## config.mk

```make
export PLATFORM = sky130hd
export DESIGN_NAME = wakeup_reset_control
export DESIGN_NICKNAME = d
export VERILOG_FILES = /design/src/wakeup_reset_pkg.sv /design/src/wakeup_reset_control.sv
export SDC_FILE = /design/constraint.sdc
export NUM_CORES = 1
export LEC_CHECK = 0
export BUFFER_PORTS_ARGS = -buffer_cell sky130_fd_sc_hd__buf_2
export CAP_MARGIN = 20
export CORE_UTILIZATION = 33
export CTS_CLUSTER_DIAMETER = 120
export DETAILED_ROUTE_END_ITERATION = 8
export PLACE_DENSITY = 0.68
export SYNTH_ARGS = -nofsm -noshare
export SYNTH_HDL_FRONTEND = slang
export SYNTH_SLANG_ARGS = --single-unit
export TNS_END_PERCENT = 1
```

## constraint.sdc

```tcl
create_clock -name sys_clk -period 4.2 [get_ports sys_clk]
set_input_delay 0.42 -clock sys_clk [delete_from_list [all_inputs] [get_ports sys_clk]]
set_output_delay 0.42 -clock sys_clk [all_outputs]
set_load 0.005 [all_outputs]
```

## src/wakeup_reset_pkg.sv

```systemverilog
// Package with register map, field positions, reset values and timing for wakeup_reset_control.
package wakeup_reset_pkg;

  // Register byte offsets on the APB slave.
  localparam logic [7:0] OFS_PIN_START = 8'h00;
  localparam logic [7:0] OFS_PERIPH_START = 8'h04;
  localparam logic [7:0] OFS_BROWNOUT_CTRL = 8'h08;
  localparam logic [7:0] OFS_SLEEP_PWR = 8'h0c;
  localparam logic [7:0] OFS_WDOG_MODE = 8'h10;
  localparam logic [7:0] OFS_LOWPOWER_OSC_EN = 8'h14;
  localparam logic [7:0] OFS_WAKE_TIMER = 8'h18;
  localparam logic [7:0] OFS_WAKE_PIN_EN = 8'h1c;
  localparam logic [7:0] OFS_POWER_MODE = 8'h20;
  localparam logic [7:0] OFS_STATUS = 8'h24;
  localparam logic [7:0] OFS_PERIPH_CFG = 8'h28;

  // Peripheral start-logic bit positions.
  localparam int P_BOD = 0;
  localparam int P_WDOG = 1;
  localparam int P_WKT = 2;
  localparam int P_SERIAL = 3;
  localparam int P_TOUCH = 4;

  // Brownout control fields.
  localparam int BC_RST_LVL_LSB = 0;
  localparam int BC_IRQ_LVL_LSB = 2;
  localparam int BC_RST_EN = 4;

  // Sleep power configuration: bit set keeps the block powered.
  localparam int SP_BOD = 0;
  localparam int SP_LOWPOWER_OSC = 1;

  // Watchdog mode fields.
  localparam int WM_EN = 0;
  localparam int WM_RST_EN = 1;
  localparam int WM_IRQ_EN = 2;

  // Wake timer control and peripheral configuration fields.
  localparam int WT_LPCLK_SEL = 0;
  localparam int WT_STARTED = 1;
  localparam int PC_SERIAL_SLAVE = 0;
  localparam int PC_SERIAL_EXTCLK = 1;
  localparam int PC_TOUCH_LOWPOWER_OSC = 2;
  localparam int PC_TOUCH_IRQ_EN = 3;

  // Reset values.
  localparam logic [31:0] RST_ZERO = 32'h0000_0000;
  localparam logic [31:0] RST_BROWNOUT_CTRL = 32'h0000_0000;
  localparam logic [31:0] BOOT_VECTOR = 32'h0000_0000;

  // Timing.
  localparam int CLK_PERIOD_NS = 8;
  localparam int RESET_PULSE_NS = 50;
  localparam int RESET_PULSE_CYC = (RESET_PULSE_NS + CLK_PERIOD_NS - 1) / CLK_PERIOD_NS;
  localparam int OSC_START_CYC = 16;
  localparam int FLASH_INIT_CYC = 8;

  typedef enum logic [1:0] {
    MODE_RUN = 2'b00,
    MODE_SLEEP = 2'b01,
    MODE_DEEP_SLEEP = 2'b11,
    MODE_POWER_DOWN = 2'b10
  } power_mode_t;

  // Reset and start-up sequencer, Gray-coded along the normal path.
  typedef enum logic [1:0] {
    SEQ_HOLD = 2'b00,
    SEQ_OSC = 2'b01,
    SEQ_FLASH = 2'b11,
    SEQ_RUN = 2'b10
  } seq_state_t;

  // Wake events from peripherals and controller.
  typedef struct packed {
    logic [7:0] pin_irq;
    logic bod_irq;
    logic wdog_irq;
    logic wkt_timeout;
    logic serial_irq;
    logic touch_irq;
    logic any_nested_irq_controller_irq;
  } wake_events_t;

  // Core-facing reset and clock controls.
  typedef struct packed {
    logic core_reset;
    logic osc_enable;
    logic flash_init;
    logic core_clock_en;
    logic periph_clock_en;
    logic flash_standby;
    logic analog_off;
    logic [31:0] boot_addr;
  } core_ctrl_t;

endpackage

```

## src/wakeup_reset_control.sv

```systemverilog
// Wake-up, reset merging, start-up sequencing, brownout and test-mode select logic.
`timescale 1ns/100ps
module wakeup_reset_control (
  // Clock and reset.
  input wire logic sys_clk,
  input wire logic reset,
  // APB slave.
  input wire logic psel,
  input wire logic penable,
  input wire logic pwrite,
  input wire logic [7:0] paddr,
  input wire logic [31:0] pwdata,
  output logic [31:0] prdata,
  output logic pready,
  output logic pslverr,
  // Pins and analog comparators.
  input wire logic reset_pin_n,
  input wire logic [7:0] wake_pin_n,
  input wire logic power_on_reset,
  input wire logic [3:0] supply_below_level,
  input wire logic watchdog_reset_req,
  // Wake events and nested_irq_controller enables.
  input wire logic [7:0] nested_irq_controller_enable_pins,
  input wire wakeup_reset_pkg::wake_events_t wake_events,
  input wire logic watchdog_fed,
  // Core controls and status outputs.
  output wakeup_reset_pkg::core_ctrl_t core_ctrl,
  output logic wake_request,
  output logic brownout_irq,
  output logic boundary_scan_mode,
  output logic swd_enable
);
  import wakeup_reset_pkg::*;

  // Software-visible configuration registers.
  logic [7:0] pin_start_logic_enable;
  logic [7:0] periph_start_logic_enable;
  logic [4:0] brownout_control_reg;
  logic [1:0] sleep_power_config;
  logic [2:0] watchdog_mode_reg;
  logic lowpower_osc_clock_enable;
  logic [1:0] wake_timer_control;
  logic [7:0] wake_pin_enable_reg;
  logic [3:0] periph_cfg_reg;

  // Mode, sequencer and reset-cause state.
  power_mode_t mode_reg;
  logic deep_pd_reg;
  seq_state_t seq_reg;
  logic [4:0] seq_cnt_reg;
  logic [1:0] reset_cause_reg;

  // Two-stage synchronisers for pins and analog levels.
  // Pin and comparator inputs settle on no clock of ours, so nothing reads them raw.
  // The reset pin and power-on paths carry extra stages; the added latency is harmless.
  logic [1:0] rpin_s1, rpin_s2;
  logic [7:0] wpin_s1, wpin_s2;
  logic [3:0] lvl_s1, lvl_s2;
  logic [1:0] por_s1, por_s2;
  always_ff @(posedge sys_clk or posedge reset) begin
    if (reset) begin
      rpin_s1 <= 2'h3;
      rpin_s2 <= 2'h3;
      wpin_s1 <= 8'hff;
      wpin_s2 <= 8'hff;
      lvl_s1 <= 4'h0;
      lvl_s2 <= 4'h0;
      por_s1 <= 2'h0;
      por_s2 <= 2'h0;
    end else begin
      rpin_s1 <= {rpin_s1[0], reset_pin_n};
      rpin_s2 <= {rpin_s2[0], rpin_s1[1]};
      wpin_s1 <= wake_pin_n;
      wpin_s2 <= wpin_s1;
      lvl_s1 <= supply_below_level;
      lvl_s2 <= lvl_s1;
      por_s1 <= {por_s1[0], power_on_reset};
      por_s2 <= {por_s2[0], por_s1[1]};
    end
  end

  // The pin path ends in rpin_s2[0]; one low sample there resets the device.
  // A single 8 ns sample covers the shortest legal pulse, so no glitch filter is added.
  // Noise shorter than a clock period can therefore still be caught as a reset.
  logic pin_low;
  assign pin_low = ~rpin_s2[0];

  // Brownout levels: index 0 is the reset comparator, 1..3 interrupt levels.
  // Level select zero turns the interrupt off, so reset-only use needs no mask.
  logic bod_irq_lvl;
  logic bod_rst_lvl;
  assign bod_irq_lvl = lvl_s2[brownout_control_reg[BC_IRQ_LVL_LSB +: 2]] &
                       (brownout_control_reg[BC_IRQ_LVL_LSB +: 2] != 2'h0);
  assign bod_rst_lvl = lvl_s2[0] & brownout_control_reg[BC_RST_EN];

  logic any_reset;
  assign any_reset = pin_low | watchdog_reset_req | por_s2[0] | bod_rst_lvl;

  // Wake sources, each gated by its own enables.
  // Each source is gated in isolation; the mode case below picks which ones count.
  logic deep_mode;
  logic wake_pins, wake_bod_irq, wake_bod_rst, wake_wdog_irq, wake_wdog_rst;
  logic wake_wkt, wake_serial, wake_touch, wake_dpd;
  assign deep_mode = (mode_reg == MODE_DEEP_SLEEP) | (mode_reg == MODE_POWER_DOWN);
  assign wake_pins = |(wake_events.pin_irq & nested_irq_controller_enable_pins & pin_start_logic_enable);
  assign wake_bod_irq = bod_irq_lvl & periph_start_logic_enable[P_BOD] &
                        wake_events.bod_irq & sleep_power_config[SP_BOD];
  assign wake_bod_rst = bod_rst_lvl & sleep_power_config[SP_BOD];
  assign wake_wdog_irq = wake_events.wdog_irq & watchdog_mode_reg[WM_EN] & watchdog_fed &
                         watchdog_mode_reg[WM_IRQ_EN] & periph_start_logic_enable[P_WDOG] &
                         sleep_power_config[SP_LOWPOWER_OSC];
  // The watchdog request doubles as its wake event; no separate flag is kept.
  // watchdog reset wake
  assign wake_wdog_rst = watchdog_reset_req & watchdog_mode_reg[WM_EN] &
                         watchdog_mode_reg[WM_RST_EN] & sleep_power_config[SP_LOWPOWER_OSC];
  assign wake_wkt = wake_events.wkt_timeout & lowpower_osc_clock_enable &
                    wake_timer_control[WT_LPCLK_SEL] & wake_timer_control[WT_STARTED] &
                    periph_start_logic_enable[P_WKT];
  assign wake_serial = wake_events.serial_irq & periph_cfg_reg[PC_SERIAL_SLAVE] &
                       periph_cfg_reg[PC_SERIAL_EXTCLK] & periph_start_logic_enable[P_SERIAL];
  assign wake_touch = wake_events.touch_irq & periph_cfg_reg[PC_TOUCH_IRQ_EN] &
                      periph_cfg_reg[PC_TOUCH_LOWPOWER_OSC] & periph_start_logic_enable[P_TOUCH];
  // Wake pins are active low; a pulled-up idle pin never wakes.
  // wake pin enable
  assign wake_dpd = |(~wpin_s2 & wake_pin_enable_reg);

  // Deep power-down listens only to the wake pins; every other source is unpowered there.
  // combine wake terms
  logic wake_now;
  always_comb begin
    wake_now = 1'b0;
    if (deep_pd_reg) begin
      wake_now = wake_dpd;
    end else begin
      case (mode_reg)
        MODE_SLEEP: wake_now = wake_events.any_nested_irq_controller_irq;
        MODE_DEEP_SLEEP, MODE_POWER_DOWN: begin
          wake_now = wake_pins | wake_bod_irq | wake_bod_rst | wake_wdog_irq |
                     wake_wdog_rst | wake_wkt | wake_serial | wake_touch;
        end
        default: wake_now = 1'b0;
      endcase
    end
  end

  // A reset source seen mid-sequence restarts it from the hold state.
  // The oscillator and flash counts are chosen, not measured; adjust them for real parts.
  // The counter is five bits wide, enough for both phase counts.
  // reset start sequencer
  always_ff @(posedge sys_clk or posedge reset) begin
    if (reset) begin
      seq_reg <= SEQ_HOLD;
      seq_cnt_reg <= 5'h00;
    end else if (any_reset) begin
      seq_reg <= SEQ_HOLD;
      seq_cnt_reg <= 5'h00;
    end else begin
      case (seq_reg)
        SEQ_HOLD: begin
          seq_reg <= SEQ_OSC;
          seq_cnt_reg <= 5'h00;
        end
        SEQ_OSC: begin
          seq_cnt_reg <= seq_cnt_reg + 5'h01;
          if (seq_cnt_reg == 5'(OSC_START_CYC - 1)) begin
            seq_reg <= SEQ_FLASH;
            seq_cnt_reg <= 5'h00;
          end
        end
        SEQ_FLASH: begin
          seq_cnt_reg <= seq_cnt_reg + 5'h01;
          if (seq_cnt_reg == 5'(FLASH_INIT_CYC - 1)) begin
            seq_reg <= SEQ_RUN;
          end
        end
        SEQ_RUN: seq_reg <= SEQ_RUN;
        default: seq_reg <= SEQ_HOLD;
      endcase
    end
  end

  // Internal reset: held while sequencing, so the configuration and mode registers below reload their values.
  // Writes during this window are dropped silently, since the reload would undo them anyway.
  logic in_reset;
  assign in_reset = seq_reg != SEQ_RUN;

  // Last reset cause: 0 pin, 1 watchdog, 2 power-on, 3 brownout.
  // Power-on ranks first because it also explains every later reset seen while supply ramps.
  always_ff @(posedge sys_clk or posedge reset) begin
    if (reset) begin
      reset_cause_reg <= 2'h2;
    end else if (por_s2[0]) begin
      reset_cause_reg <= 2'h2;
    end else if (bod_rst_lvl) begin
      reset_cause_reg <= 2'h3;
    end else if (watchdog_reset_req) begin
      reset_cause_reg <= 2'h1;
    end else if (pin_low) begin
      reset_cause_reg <= 2'h0;
    end
  end

  // APB register writes; zero-wait, one access phase per transfer.
  // Writes to the status word and unmapped offsets fall to the default and change nothing.
  // Upper data bits of each narrow register are ignored and read back as zero.
  logic apb_wr;
  assign apb_wr = psel & penable & pwrite & ~in_reset;
  always_ff @(posedge sys_clk or posedge reset) begin
    if (reset) begin
      pin_start_logic_enable <= RST_ZERO[7:0];
      periph_start_logic_enable <= RST_ZERO[7:0];
      brownout_control_reg <= RST_BROWNOUT_CTRL[4:0];
      sleep_power_config <= RST_ZERO[1:0];
      watchdog_mode_reg <= RST_ZERO[2:0];
      lowpower_osc_clock_enable <= 1'b0;
      wake_timer_control <= RST_ZERO[1:0];
      wake_pin_enable_reg <= RST_ZERO[7:0];
      periph_cfg_reg <= RST_ZERO[3:0];
    end else if (in_reset) begin
      pin_start_logic_enable <= RST_ZERO[7:0];
      periph_start_logic_enable <= RST_ZERO[7:0];
      brownout_control_reg <= RST_BROWNOUT_CTRL[4:0];
      sleep_power_config <= RST_ZERO[1:0];
      watchdog_mode_reg <= RST_ZERO[2:0];
      lowpower_osc_clock_enable <= 1'b0;
      wake_timer_control <= RST_ZERO[1:0];
      wake_pin_enable_reg <= RST_ZERO[7:0];
      periph_cfg_reg <= RST_ZERO[3:0];
    end else if (apb_wr) begin
      case (paddr)
        OFS_PIN_START: pin_start_logic_enable <= pwdata[7:0];
        OFS_PERIPH_START: periph_start_logic_enable <= pwdata[7:0];
        OFS_BROWNOUT_CTRL: brownout_control_reg <= pwdata[4:0];
        OFS_SLEEP_PWR: sleep_power_config <= pwdata[1:0];
        OFS_WDOG_MODE: watchdog_mode_reg <= pwdata[2:0];
        OFS_LOWPOWER_OSC_EN: lowpower_osc_clock_enable <= pwdata[0];
        OFS_WAKE_TIMER: wake_timer_control <= pwdata[1:0];
        OFS_WAKE_PIN_EN: wake_pin_enable_reg <= pwdata[7:0];
        OFS_PERIPH_CFG: periph_cfg_reg <= pwdata[3:0];
        default: pin_start_logic_enable <= pin_start_logic_enable;
      endcase
    end
  end

  // Power mode: software enters a mode, a wake returns to run.
  // A wake in the same cycle as a mode write wins, so a late event never leaves the core asleep.
  always_ff @(posedge sys_clk or posedge reset) begin
    if (reset) begin
      mode_reg <= MODE_RUN;
      deep_pd_reg <= 1'b0;
    end else if (in_reset) begin
      mode_reg <= MODE_RUN;
      deep_pd_reg <= 1'b0;
    end else if (wake_now) begin
      mode_reg <= MODE_RUN;
      deep_pd_reg <= 1'b0;
    end else if (apb_wr && paddr == OFS_POWER_MODE) begin
      mode_reg <= power_mode_t'(pwdata[1:0]);
      deep_pd_reg <= pwdata[2];
    end
  end

  // Read mux and registered APB answer.
  // Status bit 0 repeats the interrupt level so a plain bit test needs no shift.
  logic [31:0] rd_mux;
  logic rd_hit;
  always_comb begin
    rd_mux = 32'h0000_0000;
    rd_hit = 1'b1;
    case (paddr)
      OFS_PIN_START: rd_mux = {24'h0, pin_start_logic_enable};
      OFS_PERIPH_START: rd_mux = {24'h0, periph_start_logic_enable};
      OFS_BROWNOUT_CTRL: rd_mux = {27'h0, brownout_control_reg};
      OFS_SLEEP_PWR: rd_mux = {30'h0, sleep_power_config};
      OFS_WDOG_MODE: rd_mux = {29'h0, watchdog_mode_reg};
      OFS_LOWPOWER_OSC_EN: rd_mux = {31'h0, lowpower_osc_clock_enable};
      OFS_WAKE_TIMER: rd_mux = {30'h0, wake_timer_control};
      OFS_WAKE_PIN_EN: rd_mux = {24'h0, wake_pin_enable_reg};
      OFS_POWER_MODE: rd_mux = {29'h0, deep_pd_reg, mode_reg};
      OFS_STATUS: rd_mux = {24'h0, reset_cause_reg, seq_reg, lvl_s2[0], bod_irq_lvl,
                            ~rpin_s2[0], 1'b0} | {31'h0, bod_irq_lvl};
      OFS_PERIPH_CFG: rd_mux = {28'h0, periph_cfg_reg};
      default: rd_hit = 1'b0;
    endcase
  end

  // Answer comes one cycle after the setup phase, so every transfer has one access cycle.
  // Registering the answer adds no wait cycle to a transfer but keeps the read mux off the output.
  always_ff @(posedge sys_clk or posedge reset) begin
    if (reset) begin
      prdata <= 32'h0000_0000;
      pready <= 1'b0;
      pslverr <= 1'b0;
    end else begin
      pready <= psel & ~penable;
      pslverr <= psel & ~penable & ~rd_hit;
      prdata <= (psel & ~penable & ~pwrite) ? rd_mux : 32'h0000_0000;
    end
  end

  // Core controls and test-mode outputs.
  // Every control leaves a flip-flop, so the core sees no glitch while modes change.
  // Boot address is a constant; it is registered only to keep outputs on flip-flops.
  always_ff @(posedge sys_clk or posedge reset) begin
    if (reset) begin
      core_ctrl <= '{core_reset: 1'b1, osc_enable: 1'b1, flash_init: 1'b0,
                     core_clock_en: 1'b0, periph_clock_en: 1'b0, flash_standby: 1'b0,
                     analog_off: 1'b0, boot_addr: BOOT_VECTOR};
      wake_request <= 1'b0;
      brownout_irq <= 1'b0;
      boundary_scan_mode <= 1'b0;
      swd_enable <= 1'b0;
    end else begin
      core_ctrl.core_reset <= in_reset;
      core_ctrl.osc_enable <= 1'b1;
      core_ctrl.flash_init <= seq_reg == SEQ_FLASH;
      // Deep power-down also stops the core clock, even when mode_reg reads run.
      // clocks back first
      core_ctrl.core_clock_en <= ~in_reset & (((mode_reg == MODE_RUN) & ~deep_pd_reg) | wake_now);
      core_ctrl.periph_clock_en <= ~in_reset & (~deep_mode | wake_now) & ~deep_pd_reg;
      core_ctrl.flash_standby <= deep_mode | deep_pd_reg;
      core_ctrl.analog_off <= deep_mode | deep_pd_reg;
      core_ctrl.boot_addr <= BOOT_VECTOR;
      wake_request <= wake_now;
      brownout_irq <= bod_irq_lvl;
      boundary_scan_mode <= pin_low;
      swd_enable <= ~in_reset & ~pin_low;
    end
  end

endmodule

```

# Word level (Yosys, flattened, before mapping)
# Cells that the tools add are included.
dict set report op_classes {
  addsub 1
  magnitude_cmp 1
  eq_ne 22
  muxes 51
  bitwise_logic 61
  n_reduce_logical 31
}
# op n
set ops {}
lappend ops {{one-hot mux 8 bit (11 select lines)} 1}
lappend ops {{2-to-1 mux 8 bit} 9}
lappend ops {{AND 1 bit} 35}
lappend ops {{equality test 8 x 5 -> 1 bit, second input constant} 4}
lappend ops {{2-to-1 mux 2 bit} 16}
lappend ops {{2-to-1 mux 32 bit} 1}
lappend ops {{2-to-1 mux 5 bit} 5}
lappend ops {{AND 8 bit} 3}
lappend ops {{equality test 8 x 6 -> 1 bit, second input constant} 3}
lappend ops {{nonzero test 2 bit} 11}
lappend ops {{AND reduction 2 bit} 10}
lappend ops {{equality test 8 x 4 -> 1 bit, second input constant} 2}
lappend ops {{OR reduction 8 bit} 2}
lappend ops {{one-hot mux 5 bit (3 select lines)} 1}
lappend ops {{OR 1 bit} 14}
lappend ops {{2-to-1 mux 4 bit} 3}
lappend ops {{OR reduction 11 bit} 1}
lappend ops {{2-to-1 mux 1 bit} 9}
lappend ops {{2-to-1 mux 3 bit} 3}
lappend ops {{equality test 2 bit, second input constant} 4}
lappend ops {{equality test 8 x 3 -> 1 bit, second input constant} 1}
lappend ops {{zero test 8 bit} 1}
lappend ops {{inverter 8 bit} 1}
lappend ops {{OR 8 x 1 -> 8 bit} 1}
lappend ops {{other kinds (17)} 26}
dict set report word_totals {
  regBits 126
  in_bits 83
  output_inout_bits 77
  word_cells 201
}

# Logic depth before layout (Yosys ltp)
dict set report logic_depth {
  depth_word 18
  ltp_mapped 9
  mapped_depth_nobuf 9
}

# Worst setup path after synthesis
# No wires, ideal clock.
dict set report synth_path {
  path_kind {input port to flip-flop}
  from {input port paddr[0]}
  to {register wake_pin_enable_reg[2]}
  arrival_time_ns 1.891
  setup_slack_ns 2.177
  cell_stages 7
  path_buffers 2
  cell_sequence {buf_2 > or4_4 > nor3_4 > and2_4 > buf_12 > mux2i_1 > nor2_1}
}
dict set report synth_between {
  elab_chain_len 3
}
# element line_no
set synth_lines {}
lappend synth_lines {{start, declared} wakeup_reset_control.sv:11} ;# input wire logic [7:0] paddr,
lappend synth_lines {{equality test 8 x 5 -> 1 bit} wakeup_reset_control.sv:230} ;# case (paddr)
lappend synth_lines {{nonzero test 2 bit (no line)} -}
lappend synth_lines {{AND reduction 2 bit (no line)} -}
lappend synth_lines {{end signal, assigned} wakeup_reset_control.sv:217} ;# wake_pin_enable_reg <= RST_ZERO[7:0];
lappend synth_lines {{end signal, assigned} wakeup_reset_control.sv:227} ;# wake_pin_enable_reg <= RST_ZERO[7:0];
lappend synth_lines {{end signal, assigned} wakeup_reset_control.sv:238} ;# OFS_WAKE_PIN_EN: wake_pin_enable_reg <= pwdata[7:0];
lappend synth_lines {{end, declared} wakeup_reset_control.sv:43} ;# logic [7:0] wake_pin_enable_reg;
# Every way passes these cells.
# A chain may end at the register's enable or synchronous reset.

# Worst setup path in the final report
dict set report layout_path {
  from {input port paddr[4]}
  to {register pin_start_logic_enable[6]}
}
dict set report layout_between {
  elab_chain_len 3
}
# element line_no
set layout_lines {}
lappend layout_lines {{zero test 8 bit} wakeup_reset_control.sv:230}
lappend layout_lines {{nonzero test 2 bit (no line)} -}
lappend layout_lines {{AND reduction 2 bit (no line)} -}
lappend layout_lines {{end signal, assigned} wakeup_reset_control.sv:220} ;# pin_start_logic_enable <= RST_ZERO[7:0];
lappend layout_lines {{end signal, assigned} wakeup_reset_control.sv:231} ;# OFS_PIN_START: pin_start_logic_enable <= pwdata[7:0];
lappend layout_lines {{end signal, assigned} wakeup_reset_control.sv:240} ;# default: pin_start_logic_enable <= pin_start_logic_enable;
lappend layout_lines {{end, declared} wakeup_reset_control.sv:36} ;# logic [7:0] pin_start_logic_enable;
# Every way passes these cells.

==> results.yml <==
run_status:
  outcome: "completed"
clock_tree:
  cts_setup_buffers: 0
  cts_num_sinks: 102
  clk_pin_slew_ps: 70
  cts_max_path_buffers: 2
  holdBufCountCts: 0
  h-tree-depth: 3
  clock_latency_ps: 350
  cts_made_buffers: 9
  cts_resized: 0
  cts_tree: "done"
  clock-root-buffer: "clkbuf_16"
final_layout:
  fillers: 1433
  post-route-util_pct: 37.9
  drive_above_1_share_pct: 25.7
  nets: 634
  final_cell_mix: "81 x dfrtp_1, 79 x buf_2, 57 x conb_1"
  antenna_cells: 0
  area_growth_pct: 12.3
  final_common_cell: "dfrtp_1"
worst_setup_path:
  worst-setup-path-type: "in2reg"
  arrival_ps: 2550
  cp-end-kind: "flip-flop"
  startpoint_type: "input port"
  required_ps: 4410
  worstPathMaxFanout: 10
die:
  die_area_sq_um: 15400
  coreArea_sq_um: 14500
  initial_core_util_pct: 33.7
  die_w_um: 124
  ioPinCount: 160
  die_h_um: 124
  rows: 44
timing:
  setup_viol_count_final: 0
  clock-skew-final_ps: 8.50
  max_freq_mhz: 428
  setup_ws_ps: 1860
  slew_headroom_pct: 44.9
  tns_ps: 0
  finalHoldViolCount: 0
  period_needed_ps: 2340
  slew_violations: 0
  holdWs_ps: 161
  tightest_slew_ps: 825
  period_share_pct: 55.6
  rsz0062_at_grt: "false"
drt:
  antenna_left: 0
  drt_iter0_drc: 359
  drcViolationCount: 0
  wire_per_inst_um: 15.8
  num_vias: 3668
  first_pass_iters: 6
  via_per_inst: 4.98
  wirelength_um: 11700
place:
  gp_congestion: 0.870
  io_buffers: 78
  pre_cts_slack_ps: 1600
  dp_hpwl_um: 8600
worst_hold_path:
  holdCritPathClass: "in2reg"
synth:
  ys_async_sr_fraction_pct: 100
  synth_warnings: 0
  synth_flop_cell: "dfrtp_1"
  synth-seq-cells: 102
  yosys.cell_types.count: 51
  syn-cell-area_sq_um: 4900
  synth_area_per_cell_sq_um: 10.3
  synth_edf_count: 0
  yosysSeqAreaShare_pct: 52.6
  syn_inst: 478
global_route:
  grt-ovfl-total: 0
  grt_pass1_wl_um: 18500
  grt_use_total_pct: 16.0
  antenna_found_initial: 0
  grt_max_degree: 70
  grt_pass1_vias: 3504
pwr:
  powerDensity_nw_per_um2: 351
  ir_worst_vdd_mv: 0.269
  leakagePower_uw: 0.00243
flow_run:
  max-cap-violations: 0
-- power breakdown --
part           switching (uW)  leakage (uW)  internal [uW]
logic                    70.9      0.000967           31.5
clock network             396      0.000143            419
registers                7.09       0.00132           1010
-- synthesized netlist by cell type (8+ instances only) --
library cell | instances | area (sq um)
nand3_1 | 32 | 160
nor2_1 | 27 | 101
a31oi_1 | 9 | 56.3
buf_4 | 59 | 443
nand2_1 | 49 | 184
inv_1 | 16 | 60.1
dfstp_2 | 21 | 552
dfrtp_1 | 81 | 2030
clkbuf_1 | 10 | 37.5
a22oi_1 | 8 | 60.1
a21oi_1 | 44 | 220
buf_2 | 8 | 40.0
mux2i_1 | 20 | 200
-- final cells by class --
| cell class | count | area, sq um | area share (%) |
|---|---|---|---|
| clock buffer | 10 | 229 | 4.16 |
| tap | 184 | 230 | 4.18 |
| timing repair buffer | 85 | 440 | 8.00 |
| sequential | 102 | 2580 | 46.8 |
| inverter | 16 | 62.6 | 1.14 |
| multi-input combinational | 334 | 1900 | 34.6 |
| clock inverter | 6 | 60.1 | 1.09 |
-- stage by stage --
stage	cell area (sq um)	total power, uW	instances
5_1_grt	5510	2020	737
6_report	5510	1930	737
4_1_cts	5500	1940	736
3_5_place_dp	5210	1140	720
2_1_floorplan	5110	1120	533
3_3_place_gp	5210	1130	720
-- cells by family after synthesis --
logic type	after synthesis	synth area share [%]
xor gates and xnor gates	2	0.357
adders and majority gates	3	0.766
DFF	102	52.6
muxes	27	5.92
buffers and inverters	97	12.8
other	2	0.153
and+or+nand+nor	160	16.7
AOI/OAI and AO/OA	85	10.7
-- worst paths after layout --
check / end / start / slack [ps] / cells past startpoint
setup reg to reg: seq_cnt_reg[3] / rpin_s2[0] / 2360 / 4
max in group asynchronous: wpin_s2[2] / reset / 3000 / 3
setup / recovery: pin_start_logic_enable[6] / paddr[4] / 1860 / 6
min in group asynchronous: por_s1[1] / reset / 230 / 2
hold / removal: wpin_s1[3] / wake_pin_n[3] / 160 / 1
hold reg to reg: lvl_s2[2] / lvl_s1[2] / 350 / 0
-- layer usage --
layer / wire length [um] / GRT usage [%]
met3: 907 / 2.79
met2: 5490 / 25.7
met5: 0 / 0
met1: 4960 / 21.2
met4: 298 / 7.29
-- critical path, cell delays in order --
cell	delay, ps
buf_2	130
or4_1	660
nor2b_1	700
nand2_1	390
nand2_1	180
a21oi_1	80
No activity file was read; power rests on OpenSTA's default activity.
